--- config.mk ---
export PLATFORM = sky130hd
export DESIGN_NAME = sfbfe_front_end
export DESIGN_NICKNAME = d
export VERILOG_FILES = /design/src/core/sfbfe_pkg.sv /design/src/core/sfbfe_front_end.sv
export SDC_FILE = /design/constraint.sdc
export NUM_CORES = 1
export LEC_CHECK = 0
export BUFFER_PORTS_ARGS = -buffer_cell sky130_fd_sc_hd__buf_4
export CORE_UTILIZATION = 57
export CTS_CLUSTER_DIAMETER = 30
export CTS_CLUSTER_SIZE = 14
export DETAILED_ROUTE_END_ITERATION = 7
export PLACE_DENSITY = 0.79
export SKIP_CTS_REPAIR_TIMING = 1
export SYNTH_ARGS = -nofsm -noshare
export SYNTH_HDL_FRONTEND = slang
export SYNTH_SLANG_ARGS = --single-unit
--- constraint.sdc ---
create_clock -name clock -period 3.2 [get_ports clock]
set_input_delay 0.32 -clock clock [delete_from_list [all_inputs] [get_ports clock]]
set_output_delay 0.32 -clock clock [all_outputs]
set_load 0.05 [all_outputs]
--- src/core/sfbfe_pkg.sv ---
// Shared constants, carrier structs and command decoding for the serial flash bus front end
package sfbfe_pkg;

  // ************************************************************
  // Instruction codes that change the transfer width
  // ************************************************************
  localparam logic [7:0] OP_DUAL_OUT  = 8'h3B;  // Two-line data out, one-line address
  localparam logic [7:0] OP_DUAL_IO   = 8'hBB;  // Two-line address and data out
  localparam logic [7:0] OP_DUAL_ID   = 8'h92;  // Two-line identification read
  localparam logic [7:0] OP_QUAD_OUT  = 8'h6B;  // Four-line data out, one-line address
  localparam logic [7:0] OP_QUAD_IO   = 8'hEB;  // Four-line address and data out
  localparam logic [7:0] OP_QUAD_WORD = 8'hE7;  // Four-line word read
  localparam logic [7:0] OP_QUAD_ID   = 8'h94;  // Four-line identification read
  localparam logic [7:0] OP_QUAD_PROG = 8'h32;  // Four-line page program, data in

  // ************************************************************
  // Transfer widths in bits per serial clock edge
  // ************************************************************
  localparam logic [2:0] WIDTH_1 = 3'h1;
  localparam logic [2:0] WIDTH_2 = 3'h2;
  localparam logic [2:0] WIDTH_4 = 3'h4;
  localparam logic [3:0] BYTE_BITS = 4'h8;
  localparam logic [2:0] BIT_CNT_RST = 3'h0;

  // Output enables, active low: a zero bit drives that data line
  localparam logic [3:0] OE_ALL_OFF = 4'hF;
  localparam logic [3:0] OE_MASK_W1 = 4'hD;  // Only data line one drives
  localparam logic [3:0] OE_MASK_W2 = 4'hC;  // Data lines zero and one
  localparam logic [3:0] OE_MASK_W4 = 4'h0;  // All four data lines

  // ************************************************************
  // Array address map: 4-KB sectors, 32-KB half blocks, 64-KB blocks
  // ************************************************************
  localparam int ADDR_W = 24;
  localparam int SECTOR_LSB = 12;
  localparam int HALF_LSB = 15;
  localparam int BLOCK_LSB = 16;
  localparam int ARRAY_MSB = 21;

  // ************************************************************
  // Carrier types
  // ************************************************************
  typedef struct packed {
    logic csN;         // Chip select, active low
    logic sclk;        // Serial clock from the host
    logic [3:0] data;  // Data lines three down to zero
  } sfbfe_pin_in_t;

  typedef struct packed {
    logic [3:0] data;     // Values driven on the data lines
    logic [3:0] dataOeN;  // Output enables, low while driving
  } sfbfe_pin_out_t;

  typedef struct packed {
    logic [ADDR_W-1:0] byteAddr;
    logic [ARRAY_MSB-SECTOR_LSB:0] sector;
    logic [ARRAY_MSB-HALF_LSB:0] halfBlock;
    logic [ARRAY_MSB-BLOCK_LSB:0] block;
  } sfbfe_addr_map_t;

  typedef struct packed {
    logic hasAddr;           // An address phase follows the opcode
    logic [2:0] addrWidth;   // Width of the address phase
    logic [2:0] dataWidth;   // Width of the data phase
    logic readOut;           // Data phase drives the lines
    logic quad;              // Needs the quad enable bit
  } sfbfe_cmd_t;

  typedef enum logic [5:0] {
    ST_IDLE   = 6'b00_0001,
    ST_OPCODE = 6'b00_0010,
    ST_ADDR   = 6'b00_0100,
    ST_DIN    = 6'b00_1000,
    ST_DOUT   = 6'b01_0000,
    ST_SKIP   = 6'b10_0000
  } sfbfe_state_t;

  // Width plan of one opcode; anything unlisted streams in on one line
  function automatic sfbfe_cmd_t sfbfe_decode(input logic [7:0] op);
    sfbfe_cmd_t c;
    c = '{1'b0, WIDTH_1, WIDTH_1, 1'b0, 1'b0};
    case (op)
      OP_DUAL_OUT: c = '{1'b1, WIDTH_1, WIDTH_2, 1'b1, 1'b0};
      OP_DUAL_IO, OP_DUAL_ID: c = '{1'b1, WIDTH_2, WIDTH_2, 1'b1, 1'b0};
      OP_QUAD_OUT: c = '{1'b1, WIDTH_1, WIDTH_4, 1'b1, 1'b1};
      OP_QUAD_IO, OP_QUAD_WORD, OP_QUAD_ID: c = '{1'b1, WIDTH_4, WIDTH_4, 1'b1, 1'b1};
      OP_QUAD_PROG: c = '{1'b1, WIDTH_1, WIDTH_4, 1'b0, 1'b1};
      default: c = '{1'b0, WIDTH_1, WIDTH_1, 1'b0, 1'b0};
    endcase
    return c;
  endfunction : sfbfe_decode

endpackage : sfbfe_pkg

--- src/core/sfbfe_front_end.sv ---
// Serial flash bus front end: pin sampling, select qualification, pause, width switching, address map
// ************************************************************
// Notes on behaviour
// - Works with host clock mode 0 or 3
// - Sample on rising edge, drive after falling
// - Two-line transfers only for three dual opcodes
// - Dual opcodes turn lines zero, one bidirectional
// - Four-line transfers for five quad opcodes
// - Quad opcodes add lines two and three
// - Quad opcodes need quad enable bit set
// - Select needs high then falling edge first
// - Ignore all instructions while power reset held
// - Reset release brings all state to defaults
// - Reset reassertion stops responding at once
// - Select low means selected and active
// - Standby on deselect only without write cycle
// - Pause keeps the current bit position
// - Paused: outputs off, input and clock ignored
// - Select high while paused aborts the sequence
// - Pause starts with pause low, clock low
// - Pause ends with pause high, clock low
// - 1024 sectors of 4 KB
// - 64 blocks of 64 KB
// - 128 half blocks of 32 KB
// - Deselected: inputs ignored, outputs high impedance
// - Quad enable disables pause, line three data
// - Quad enable bit sits at bit one
// ************************************************************
`timescale 1ns/10ps

module sfbfe_front_end
  import sfbfe_pkg::*;
#(
  parameter int ADDR_BYTES = 3  // Address bytes after an addressed opcode
) (
  input wire logic clock,
  input wire logic rst,
  input wire logic clkEn,
  input wire sfbfe_pin_in_t pinsIn,
  input wire logic quadEnableBit,
  input wire logic writeInProgress,
  input wire logic [7:0] txByte,
  output sfbfe_pin_out_t pinsOut,
  output logic [7:0] rxByte,
  output logic rxValid,
  output logic rxFirst,
  output logic txTaken,
  output sfbfe_addr_map_t addrMap,
  output logic addrValid,
  output logic activeMode,
  output logic holdActive,
  output logic busMode3
);

  // ************************************************************
  // Elaboration checks
  // ************************************************************
  if (ADDR_BYTES < 3 || ADDR_BYTES > 4) begin : g_bad_addr
    $error("ADDR_BYTES must be 3 or 4");
  end

  localparam int ASH_W = 8 * ADDR_BYTES;
  localparam logic [1:0] ADDR_LAST = 2'(ADDR_BYTES - 1);

  // ************************************************************
  // Pin synchronisers, three stages each
  // ************************************************************
  logic [2:0] csSync_q;    // Chip select stages
  logic [2:0] sclkSync_q;  // Serial clock stages
  logic [3:0] lineS3;      // Third stage of each data line
  logic [3:0] lineAgree;   // Second and third stage agree

  // Select and clock share one process; both are plain pin samples
  always_ff @(posedge clock) begin
    if (rst) begin
      csSync_q <= 3'h0;
      sclkSync_q <= 3'h0;
    end else if (clkEn) begin
      csSync_q <= {csSync_q[1:0], pinsIn.csN};
      sclkSync_q <= {sclkSync_q[1:0], pinsIn.sclk};
    end
  end

  // One synchroniser per data line
  for (genvar i = 0; i < 4; i++) begin : g_line_sync
    logic [2:0] lineSync_q;
    always_ff @(posedge clock) begin
      if (rst) begin
        lineSync_q <= 3'h0;
      end else if (clkEn) begin
        lineSync_q <= {lineSync_q[1:0], pinsIn.data[i]};
      end
    end
    assign lineS3[i] = lineSync_q[2];
    assign lineAgree[i] = lineSync_q[1] == lineSync_q[2];
  end

  // ************************************************************
  // Registers
  // ************************************************************
  logic csLevel_q;            // Filtered chip select level
  logic sclkLevel_q;          // Filtered serial clock level
  logic holdLevel_q;          // Filtered pause pin level
  logic armed_q;              // Select has been seen high since reset
  logic holdActive_q;         // Pause condition in force
  sfbfe_state_t st_q;         // Bus sequence state
  logic [2:0] width_q;        // Bits per edge in the current phase
  logic [2:0] dataW_q;        // Width planned for the data phase
  logic readOut_q;            // Data phase drives the lines
  logic [2:0] bitCnt_q;       // Bit position within the byte
  logic [1:0] addrCnt_q;      // Address bytes taken
  logic [7:0] rxShift_q;      // Incoming bits
  logic [ASH_W-1:0] addrShift_q;  // Address bytes so far
  logic [7:0] txShift_q;      // Outgoing bits not yet driven
  logic txStarted_q;          // First outgoing bits are on the lines

  // ************************************************************
  // Edge finding and qualification
  // ************************************************************
  wire csAgree = csSync_q[1] == csSync_q[2];
  wire sclkAgree = sclkSync_q[1] == sclkSync_q[2];
  wire sclkRise = sclkAgree & sclkSync_q[2] & ~sclkLevel_q;
  wire sclkFall = sclkAgree & ~sclkSync_q[2] & sclkLevel_q;
  wire csFallEv = armed_q & csLevel_q & csAgree & ~csSync_q[2];
  wire selected = armed_q & ~csLevel_q;
  wire engRise = selected & ~holdActive_q & sclkRise;
  wire engFall = selected & ~holdActive_q & sclkFall;
  wire [3:0] bitSum = {1'b0, bitCnt_q} + {1'b0, width_q};
  wire byteDone = bitSum == BYTE_BITS;
  wire [2:0] bitCntNext = byteDone ? BIT_CNT_RST : bitSum[2:0];

  // Incoming bits: line zero alone, lines one-zero, or all four
  wire [7:0] rxNext = (width_q == WIDTH_4) ? {rxShift_q[3:0], lineS3} :
                      (width_q == WIDTH_2) ? {rxShift_q[5:0], lineS3[1:0]} :
                      {rxShift_q[6:0], lineS3[0]};
  wire sfbfe_cmd_t cmdInfo = sfbfe_decode(rxNext);
  wire quadRefused = cmdInfo.quad & ~quadEnableBit;
  wire [ASH_W-1:0] addrNext = {addrShift_q[ASH_W-9:0], rxNext};
  wire [ADDR_W-1:0] addrFull = addrNext[ADDR_W-1:0];

  // Outgoing bits: a fresh byte is taken at the first edge of each byte
  wire [7:0] txSrc = (bitCnt_q == BIT_CNT_RST) ? txByte : txShift_q;
  wire [3:0] txBits = (width_q == WIDTH_4) ? txSrc[7:4] :
                      (width_q == WIDTH_2) ? {2'b00, txSrc[7:6]} :
                      {2'b00, txSrc[7], 1'b0};  // One line answers on line one
  wire [7:0] txShiftNext = (width_q == WIDTH_4) ? {txSrc[3:0], 4'h0} :
                           (width_q == WIDTH_2) ? {txSrc[5:0], 2'h0} :
                           {txSrc[6:0], 1'h0};
  wire [3:0] oeMask = (width_q == WIDTH_4) ? OE_MASK_W4 :
                      (width_q == WIDTH_2) ? OE_MASK_W2 : OE_MASK_W1;
  wire driving = (st_q == ST_DOUT) & txStarted_q & selected & ~holdActive_q;
  wire [3:0] oeNext = driving ? oeMask : OE_ALL_OFF;

  // Pause is honoured only while selected with quad enable clear and then moves only with the clock low; otherwise it clears at once
  wire holdAllowed = selected & ~quadEnableBit;
  wire holdNext = ~holdAllowed ? 1'b0 :
                  (~sclkLevel_q ? ~holdLevel_q : holdActive_q);

  // ************************************************************
  // Select, clock and pause levels
  // ************************************************************
  // Levels settle to zero under reset so that a select held low never arms
  always_ff @(posedge clock) begin
    if (rst) begin
      csLevel_q <= 1'b0;
      sclkLevel_q <= 1'b0;
      holdLevel_q <= 1'b0;
      armed_q <= 1'b0;
      holdActive_q <= 1'b0;
    end else if (clkEn) begin
      csLevel_q <= csAgree ? csSync_q[2] : csLevel_q;
      sclkLevel_q <= sclkAgree ? sclkSync_q[2] : sclkLevel_q;
      holdLevel_q <= lineAgree[3] ? lineS3[3] : holdLevel_q;
      armed_q <= armed_q | csLevel_q;
      holdActive_q <= holdNext;
    end
  end

  // ************************************************************
  // Bus sequence
  // ************************************************************
  // Deselection clears the frame; while paused no edge advances it
  always_ff @(posedge clock) begin
    if (rst) begin
      st_q <= ST_IDLE;
      width_q <= WIDTH_1;
      dataW_q <= WIDTH_1;
      readOut_q <= 1'b0;
      bitCnt_q <= BIT_CNT_RST;
      addrCnt_q <= 2'h0;
      txStarted_q <= 1'b0;
    end else if (clkEn) begin
      if (!selected) begin
        // Frame over or aborted, also from the pause
        st_q <= ST_IDLE;
        width_q <= WIDTH_1;
        bitCnt_q <= BIT_CNT_RST;
        addrCnt_q <= 2'h0;
        txStarted_q <= 1'b0;
      end else if (st_q == ST_IDLE) begin
        st_q <= ST_OPCODE;
      end else if (engRise && st_q != ST_DOUT && st_q != ST_SKIP) begin
        bitCnt_q <= bitCntNext;
        if (byteDone) begin
          case (st_q)
            ST_OPCODE: begin
              if (quadRefused) begin
                st_q <= ST_SKIP;
              end else if (cmdInfo.hasAddr) begin
                st_q <= ST_ADDR;
                width_q <= cmdInfo.addrWidth;
                dataW_q <= cmdInfo.dataWidth;
                readOut_q <= cmdInfo.readOut;
              end else begin
                st_q <= ST_DIN;
              end
            end
            ST_ADDR: begin
              addrCnt_q <= addrCnt_q + 2'h1;
              if (addrCnt_q == ADDR_LAST) begin
                st_q <= readOut_q ? ST_DOUT : ST_DIN;
                width_q <= dataW_q;
                addrCnt_q <= 2'h0;
              end
            end
            default: begin
              st_q <= st_q;  // Data in keeps streaming
            end
          endcase
        end
      end else if (engFall && st_q == ST_DOUT) begin
        txStarted_q <= 1'b1;
        bitCnt_q <= bitCntNext;
      end
    end
  end

  // ************************************************************
  // Shift registers
  // ************************************************************
  // Stale bits simply fall off the top, so no clear is needed per byte
  always_ff @(posedge clock) begin
    if (rst) begin
      rxShift_q <= 8'h00;
      addrShift_q <= '0;
      txShift_q <= 8'h00;
    end else if (clkEn) begin
      if (engRise && (st_q == ST_OPCODE || st_q == ST_ADDR || st_q == ST_DIN)) begin
        rxShift_q <= rxNext;
      end
      if (engRise && st_q == ST_ADDR && byteDone) begin
        addrShift_q <= addrNext;
      end
      if (engFall && st_q == ST_DOUT) begin
        txShift_q <= txShiftNext;
      end
    end
  end

  // ************************************************************
  // User side outputs
  // ************************************************************
  // Strobes are one cycle wide; data holds until the next strobe
  always_ff @(posedge clock) begin
    if (rst) begin
      rxByte <= 8'h00;
      rxValid <= 1'b0;
      rxFirst <= 1'b0;
      txTaken <= 1'b0;
      addrMap <= '0;
      addrValid <= 1'b0;
    end else if (clkEn) begin
      rxValid <= engRise & byteDone & (st_q == ST_OPCODE || st_q == ST_DIN);
      rxFirst <= engRise & byteDone & (st_q == ST_OPCODE);
      txTaken <= engFall & (st_q == ST_DOUT) & (bitCnt_q == BIT_CNT_RST);
      addrValid <= engRise & byteDone & (st_q == ST_ADDR) & (addrCnt_q == ADDR_LAST);
      if (engRise && byteDone && (st_q == ST_OPCODE || st_q == ST_DIN)) begin
        rxByte <= rxNext;
      end
      if (engRise && byteDone && st_q == ST_ADDR && addrCnt_q == ADDR_LAST) begin
        addrMap.byteAddr <= addrFull;
        addrMap.sector <= addrFull[ARRAY_MSB:SECTOR_LSB];
        addrMap.halfBlock <= addrFull[ARRAY_MSB:HALF_LSB];
        addrMap.block <= addrFull[ARRAY_MSB:BLOCK_LSB];
      end
    end
  end

  // ************************************************************
  // Pins, power mode and status outputs
  // ************************************************************
  // Data changes only on a falling edge; enables follow the state each cycle
  always_ff @(posedge clock) begin
    if (rst) begin
      pinsOut <= '{4'h0, OE_ALL_OFF};
      activeMode <= 1'b0;
      busMode3 <= 1'b0;
    end else if (clkEn) begin
      pinsOut.dataOeN <= oeNext;
      if (engFall && st_q == ST_DOUT) begin
        pinsOut.data <= txBits;
      end
      activeMode <= ~csLevel_q | writeInProgress;
      if (csFallEv) begin
        busMode3 <= sclkLevel_q;
      end
    end
  end

  assign holdActive = holdActive_q;
endmodule : sfbfe_front_end

* Yosys cells after proc, flatten, opt, wreduce, memory -nomap -nowiden
Cells that the tools add are included.
** Storage, ports and cells
- Register bits after elaboration :: 142
- Output and inout port bits :: 70
** Operators by class
- Add/subtract/negate cells :: 2
- Equal/unequal tests :: 38
- Multiplexer cells :: 45
- Bitwise operators :: 34
- Reduce and logical (&&, ||, !) cells :: 32
** Operators with widths (count)
- $pmux 9 s5 :: 1
- $eq 8x8->1 const B :: 5
- $mux 8 :: 5
- $mux 3 :: 12
- $mux 6 :: 6
- $and 1x1->1 :: 23
- $reduce_and 2->1 :: 10
- $eq 8x6->1 const B :: 2
- $mux 4 :: 4
- $reduce_and 8->1 :: 2
- $mux 2 :: 6
- $ne 3x1->1 const B :: 4
- $pmux 6 s2 :: 1
- $logic_and 1x1->1 :: 10
- $reduce_and 5->1 :: 2
- $ne 3x3->1 const B :: 3
- $not 1->1 :: 9
- $eq 8x7->1 const B :: 1
- $mux 1 :: 8
- $ne 2x1->1 const B :: 4
- $eq 6x1->1 const B :: 1
- $eq 6x2->1 const B :: 1
- $eq 6x3->1 const B :: 1
- $eq 6x4->1 const B :: 1
- 22 further kinds :: 29

* Longest topological paths before layout
Gate-level depths: netlist of run 1.
- Word-level depth :: 13
- Gate-level depth with buffers :: 14

* Least setup slack after synthesis of run 1
Ideal clock, no wire load.
- Kind :: reg2reg
- Start :: register width_q[1]
- End :: register rxByte[0]
- Arrival time :: 2.665 ns
- Data required time :: 3.072 ns
- Setup slack :: 0.407 ns
- Stages on the path, launching flop included :: 14
- Path buffers :: 4
- Period minus slack after synthesis :: 2.793 ns
- Path through :: dfxtp_1 > buf_6 > buf_6 > inv_1 > fa_1 > nand2b_1 > o22ai_1 > and3b_1 > nand3_1 > or4_1 > buf_2 > buf_2 > a21oi_1 > nor2_1
** Between the ends
- Longest elaborated chain between the ends :: 5
- Elaborated cells between the ends (all ways) :: 7
- Classes of those cells :: 1 x add/sub; 2 x eq/ne; 1 x mux; 3 x reduce/logical
** RTL lines
- from (decl) :: RTL line sfbfe_front_end.sv:107 : logic [2:0] width_q;
- from (signal assigned) :: RTL line sfbfe_front_end.sv:211 : width_q <= cmdInfo.addrWidth;
- from (signal assigned) :: RTL line sfbfe_front_end.sv:222 : width_q <= dataW_q;
- $add 3x3->4 :: RTL line sfbfe_front_end.sv:128 : wire [3:0] bitSum = {1'b0, bitCnt_q} + {1'b0, width_q};
- $eq 4x4->1 :: RTL line sfbfe_front_end.sv:129 : wire byteDone = bitSum == BYTE_BITS;
- $logic_and 1x1->1 (2 in series) :: RTL line sfbfe_front_end.sv:277 : if (engRise && byteDone && (st_q == ST_OPCODE || st_q == ST_DIN)) begin
- $reduce_and 2->1 (no source line)
- to (signal assigned) :: RTL line sfbfe_front_end.sv:278 : rxByte <= rxNext;
- to (decl) :: RTL line sfbfe_front_end.sv:44 : output logic [7:0] rxByte,
Several ways; a longest one is shown, not always the timed one.
A chain may end at the register's enable or synchronous reset.

* Worst setup path in the final report of run 1
- Start :: register bitCnt_q[0]
- End :: register rxByte[3]
** Between the ends
- Longest elaborated chain between the ends :: 5
** RTL lines
- from (decl) :: RTL line sfbfe_front_end.sv:110 : logic [2:0] bitCnt_q;
- from (signal assigned) :: RTL line sfbfe_front_end.sv:203 : bitCnt_q <= bitCntNext;
- from (signal assigned) :: RTL line sfbfe_front_end.sv:233 : bitCnt_q <= bitCntNext;
- $add 3x3->4 :: RTL line sfbfe_front_end.sv:128
- $eq 4x4->1 :: RTL line sfbfe_front_end.sv:129
- $logic_and 1x1->1 (2 in series) :: RTL line sfbfe_front_end.sv:277
- $reduce_and 2->1 (no source line)
Every way passes these cells.

==> run_results.csv, run 1 <==
group,metric,value,unit
yosys,yosys_most_used_dff,"dfxtp_1",
timing,timing.final.crit_share,92.9,%
clocking,cts_max_level,4,
power,power,0.00370,W
floorplan,dieArea,10200,um^2
detailed_routing,drt_iter0_markers,310,
global_route,grt_max_degree,80,
detailed_routing,wl_per_cell,15.2,um
power,p_leak,2.79,nW
setup_path,crit_path_start,"bitCnt_q[0]",
global_route,grt_pass1_vias,4799,
timing,worst_slew_pin_slew,0.798,ns
detailed_routing,vias,4969,
run_status,status,"complete, no violations",
clocking,cts_buffers,17,
yosys,postSynthAreaPerCell,8.12,um^2
timing,maxSlewViolCount,0,
global_route,antenna_found_initial,0,
min_path,hp-class,"input port to register",
setup_path,reg2reg_from,"bitCnt_q[0]",
cells_and_area,fin_nets,764,
floorplan,core,9370,um^2
setup_path,path_class,"register to register",
clocking,clk_pin_slew,0.06,ns
setup_path,cp.arrival,3.42,ns
timing,timing.slew.headroom,46.8,%
cells_and_area,diodes,0,
run,drv_cap,0,
timing,fin_tns_setup,0,ns
cells_and_area,drive_gt1_share,20.2,%
power,p_per_area,547,nW/um^2
timing,hold_viol,0,
yosys,yosysTopAreaCell,"dfxtp_1",
floorplan,row_count,35,
setup_path,worst_setup_path_end_kind,"register",
power,peakVddDrop,0.510,mV
setup_path,worstPathMaxFanout,14,
yosys,ys_types,66,
place,gp_congestion,0.935,
detailed_routing,drc,0,
cells_and_area,area_delta_synth_final,21.0,%
yosys,synth_nets,713,
clocking,clock_latency,0.52,ns
place,pre_cts_slack,0.301,ns
floorplan,die_h,101,um
clocking,cts_tree,"done",
yosys,synthesis.area,5590,um^2
yosys,synth-seq-cells,117,
detailed_routing,firstDrtPassIters,5,
timing,rsz0062_at_grt,"false",
cells_and_area,final_core_util,72.1,%
yosys,netlist_top_cells_area,"dfxtp_1 (42%), nand2_1 (7.9%), a21oi_1 (7.7%)",
clocking,clockBufferDepth,2,
yosys,synth-edff-count,0,
setup_path,crit_path_start_kind,"register",
global_route,grt_pass1_wl,22000,um
clocking,root_buffer,"clkbuf_8",
place,port_buffers,88,
yosys,yosysTopAreaCellShare,41.9,%
detailed_routing,finalWirelength,13400,um
floorplan,num_io_pins,89,
timing,finClkSkew,0.00565,ns
cells_and_area,layout_common_cells,"nand2_1 (117), dfxtp_1 (117), buf_4 (99)",
global_route,grt_overflow_total,0,
floorplan,die_x,101,um
yosys,ys_warn_count,0,
timing,setup_violations,0,
yosys,ys_seq_area_share,41.9,%
yosys,synthArstFlopShare,0,%
timing,max_freq,336,MHz
yosys,syn_inst,688,
clocking,numClockSinks,117,
timing,worst_slack,0.227,ns
detailed_routing,routed_via_density,5.64,
min_path,min_from,"pinsIn[4]",
global_route,track_usage,27.6,%
detailed_routing,ant_nets,0,
timing,min_period,2.97,ns
floorplan,start_util,59.6,%
setup_path,cp.required,3.65,ns
place,dp_hpwl,8940,um
synthesized netlist by cell type (4+ instances only):
| cell type | number |
|---|---|
| a211oi_1 | 6 |
| a21o_1 | 4 |
| a21oi_1 | 86 |
| a22oi_1 | 4 |
| and3b_1 | 7 |
| buf_1 | 4 |
| buf_2 | 6 |
| buf_4 | 24 |
| buf_6 | 5 |
| clkbuf_1 | 28 |
| dfxtp_1 | 117 |
| ha_1 | 5 |
| inv_1 | 15 |
| mux2i_1 | 38 |
| nand2_1 | 117 |
| nand2b_1 | 9 |
| nand3_1 | 17 |
| nand3b_1 | 7 |
| nor2_1 | 79 |
| nor3_1 | 11 |
| o211ai_1 | 4 |
| o21ai_0 | 14 |
| o21ai_1 | 8 |
| o22ai_1 | 5 |
| or3_1 | 4 |
kinds of logic (layout without fill, tap and decap cells):
group	Yosys count	after routing	synth area share, %
buffers and inverters	83	147	8.00
flip-flops	117	117	41.9
adder cells (fa/ha/maj)	6	6	1.48
AND/OR/NAND/NOR	278	278	22.9
AO/OA/AOI/OAI	160	160	17.4
XOR/XNOR	5	5	1.25
multiplexers	39	39	7.01
where the power goes:
| part | switching, W | total, W | leakage [nW] | internal [W] |
|---|---|---|---|---|
| clock network | 0.000746 | 0.00211 | 0.322 | 0.00137 |
| logic | 0.0000692 | 0.000107 | 1.52 | 0.0000382 |
| registers | 0.00000772 | 0.00148 | 0.945 | 0.00147 |
layer usage:
layer / up-vias / routed length [um] / share of wire (%) / GRT usage [%]
met5: - / 0 / 0 / 0
met4: 0 / 302 / 2.3 / 13.0
met3: 28 / 723 / 5.4 / 4.85
met2: 178 / 6570 / 49 / 48.1
met1: 2327 / 5750 / 43 / 33.0
li1: 2436 / - / - / -
layout make-up:
cell class | count | area (um^2)
repair buffers | 99 | 743
clock buffers | 17 | 414
inverters | 16 | 60.1
fillers | 773 | 2610
clock inverters | 15 | 243
multi-input cells | 488 | 2800
well taps | 129 | 161
flip-flops and latches | 117 | 2340
critical path, cell delays in order, from the launching register on:
cell and delay, ns:
dfxtp_1 0.36, ha_1 0.19, inv_1 0.06, fa_1 0.38, nand2b_1 0.17, o22ai_1 0.16
and3b_1 0.25, nand3_1 0.13, or4_1 0.81, a21oi_1 0.24, a21oi_1 0.06, nor2_1 0.10
flip-flops by register name (all words and copies together), names as in the netlist, 2 cells and up:
signal	cells
addrMap	24
addrShift_q	16
g_line_sync.lineSync_q	12
rxByte	8
pinsOut	7
rxShift_q	7
txShift_q	7
st_q	6
bitCnt_q	3
csSync_q	3
dataW_q	3
sclkSync_q	3
width_q	3
addrCnt_q	2
worst paths after layout:
path	slack (ns)	cells after the start	to
min	0.04	3	sclkSync_q[0]
min reg2reg	0.45	2	pinsOut[4]
max reg2reg	0.23	11	rxByte[3]
max	0.23	11	rxByte[3]
through the flow:
stage | hold slack [ns] | std cells | cell area [um^2]
6_report | 0.0440 | 881 | 6760
5_1_grt | 0.0334 | 881 | 6760
4_1_cts | 0.0309 | 881 | 6760
3_5_place_dp | 0.447 | 849 | 6100
3_3_place_gp | 0.438 | 849 | 6100
2_1_floorplan | 0.427 | 688 | 5590
Power figures use the tool's default switching activity.
==> inputs of run 2 (changes only) <==
--- a/config.mk
+++ b/config.mk
@@ -6,11 +6,12 @@
 export NUM_CORES = 1
 export LEC_CHECK = 0
 export BUFFER_PORTS_ARGS = -buffer_cell sky130_fd_sc_hd__buf_4
-export CORE_UTILIZATION = 57
+export CORE_UTILIZATION = 59
+export CTS_BUF_LIST = sky130_fd_sc_hd__clkbuf_4 sky130_fd_sc_hd__clkbuf_8
 export CTS_CLUSTER_DIAMETER = 30
 export CTS_CLUSTER_SIZE = 14
 export DETAILED_ROUTE_END_ITERATION = 7
-export PLACE_DENSITY = 0.79
+export PLACE_DENSITY = 0.82
 export SKIP_CTS_REPAIR_TIMING = 1
 export SYNTH_ARGS = -nofsm -noshare
 export SYNTH_HDL_FRONTEND = slang
==> run_results.csv, run 2 (synthesis gave the netlist of run 1 again) <==
group,metric,value,unit
place,dp_hpwl,8960,um
timing,setup_violations,0,
clocking,clk_pin_slew,0.08,ns
timing,timing.slew.headroom,57.8,%
timing,finClkSkew,0.0140,ns
clocking,cts_buffers,17,
timing,fin_tns_setup,0,ns
floorplan,core,9200,um^2
setup_path,path_class,"register to register",
global_route,grt_overflow_total,0,
detailed_routing,firstDrtPassIters,5,
place,placed_area,6080,um^2
cells_and_area,drive_gt1_share,20.2,%
detailed_routing,ant_nets,0,
floorplan,row_count,35,
global_route,track_usage,27.5,%
setup_path,reg2reg_slack,0.22,ns
detailed_routing,wl_per_cell,15.0,um
power,p_leak,2.66,nW
min_path,hp-class,"input port to register",
cells_and_area,reg_top3,"addrMap (24), addrShift_q (16), g_line_sync.lineSync_q (12)",
global_route,grt_max_degree,61,
timing,max_freq,336,MHz
detailed_routing,routed_via_density,5.79,
setup_path,worstPathMaxFanout,14,
global_route,grt_pass1_wl,21400,um
cells_and_area,fin_nets,764,
power,p_per_area,452,nW/um^2
cells_and_area,area_delta_synth_final,15.9,%
power,peakVddDrop,0.367,mV
clocking,root_buffer,"clkbuf_8",
floorplan,die_h,99.3,um
cells_and_area,diodes,0,
timing,rsz0062_at_grt,"false",
place,gp_congestion,0.910,
cells_and_area,largest_register,"addrMap",
floorplan,num_io_pins,89,
setup_path,cp.arrival,3.28,ns
detailed_routing,finalWirelength,13000,um
cells_and_area,layout_common_cells,"nand2_1 (117), dfxtp_1 (117), buf_4 (99)",
clocking,numClockSinks,117,
timing,worst_slew_pin_slew,0.628,ns
clocking,clock_latency,0.44,ns
cells_and_area,design_area,6470,um^2
run,drv_cap,0,
clocking,cts_max_level,4,
global_route,grt_pass1_vias,4615,
clocking,cts_tree,"done",
setup_path,crit_path_start_kind,"register",
floorplan,dieArea,9860,um^2
place,port_buffers,88,
timing,maxSlewViolCount,0,
detailed_routing,drt_iter0_markers,318,
setup_path,worst_setup_path_end_kind,"register",
detailed_routing,vias,5000,
setup_path,cp.required,3.51,ns
cells_and_area,largest_register_ffs,24,
floorplan,start_util,60.7,%
clocking,clockBufferDepth,2,
global_route,antenna_found_initial,0,
timing,timing.final.crit_share,93.0,%
timing,hold_viol,0,
detailed_routing,drc,0,
floorplan,die_x,99.3,um
timing,min_period,2.98,ns
run_status,status,"complete, no violations",
==> run 2: changes by cell type in the layout (fill, tap and decap cells not counted), sizes merged <==
| cell | before | now |
|---|---|---|
| clkinvlp | 0 | 2 |
| bufinv | 5 | 1 |
| inv | 22 | 25 |
| clkinv | 4 | 3 |
==> run 2: worst max-delay path, cell delays in order, from the launching register on <==
cell and delay, ns:
dfxtp_1 0.38, ha_1 0.20, inv_1 0.06, fa_1 0.37, nand2b_1 0.17, o22ai_1 0.16
and3b_1 0.26, nand3_1 0.13, or4_1 0.80, mux2i_1 0.25, nor2_1 0.07
==> run 2: stage by stage <==
stage | util (%) | cells | worst slack [ns] | power, W | hold slack (ns)
final | 70.4 | 863 | 0.223 | 0.00293 | 0.117
after global routing | 70.4 | 863 | 0.0474 | 0.00303 | 0.114
after CTS | 70.4 | 863 | 0.239 | 0.00294 | 0.111
after detailed placement | 66.1 | 831 | 0.319 | 0.00161 | 0.445
after global placement | 66.1 | 831 | 0.441 | 0.00161 | 0.438
after floorplan | - | 688 | 0.407 | 0.00158 | 0.427
==> run 2: worst paths after layout <==
kind	startpoint	endpoint	cells past startpoint
min reg2reg	txShift_q[3]	txShift_q[3]	2
min	pinsIn[5]	csSync_q[0]	3
max reg2reg	bitCnt_q[0]	rxByte[6]	10
max	bitCnt_q[0]	rxByte[6]	10
==> run 2: power by group <==
part | switching (W) | internal [W]
sequential | 0.00000755 | 0.00147
combinational | 0.0000692 | 0.0000381
clock | 0.000700 | 0.000646
==> run 2: final cells by class <==
type	count	area, um^2
Clock buffer	17	234
Clock inverter	15	158
Fill cell	751	2720
Inverter	16	60.1
Multi-Input combinational cell	488	2800
Sequential cell	117	2340
Tap cell	111	139
Timing Repair Buffer	99	743
==> run 2: per-layer routing <==
layer  track usage, %  up-vias  wire length, um
li1                 -     2434                -
met1             34.8     2305             5520
met2             45.3      223             6220
met3             5.48       38              868
met4             13.1        0              352
met5                0        -                0
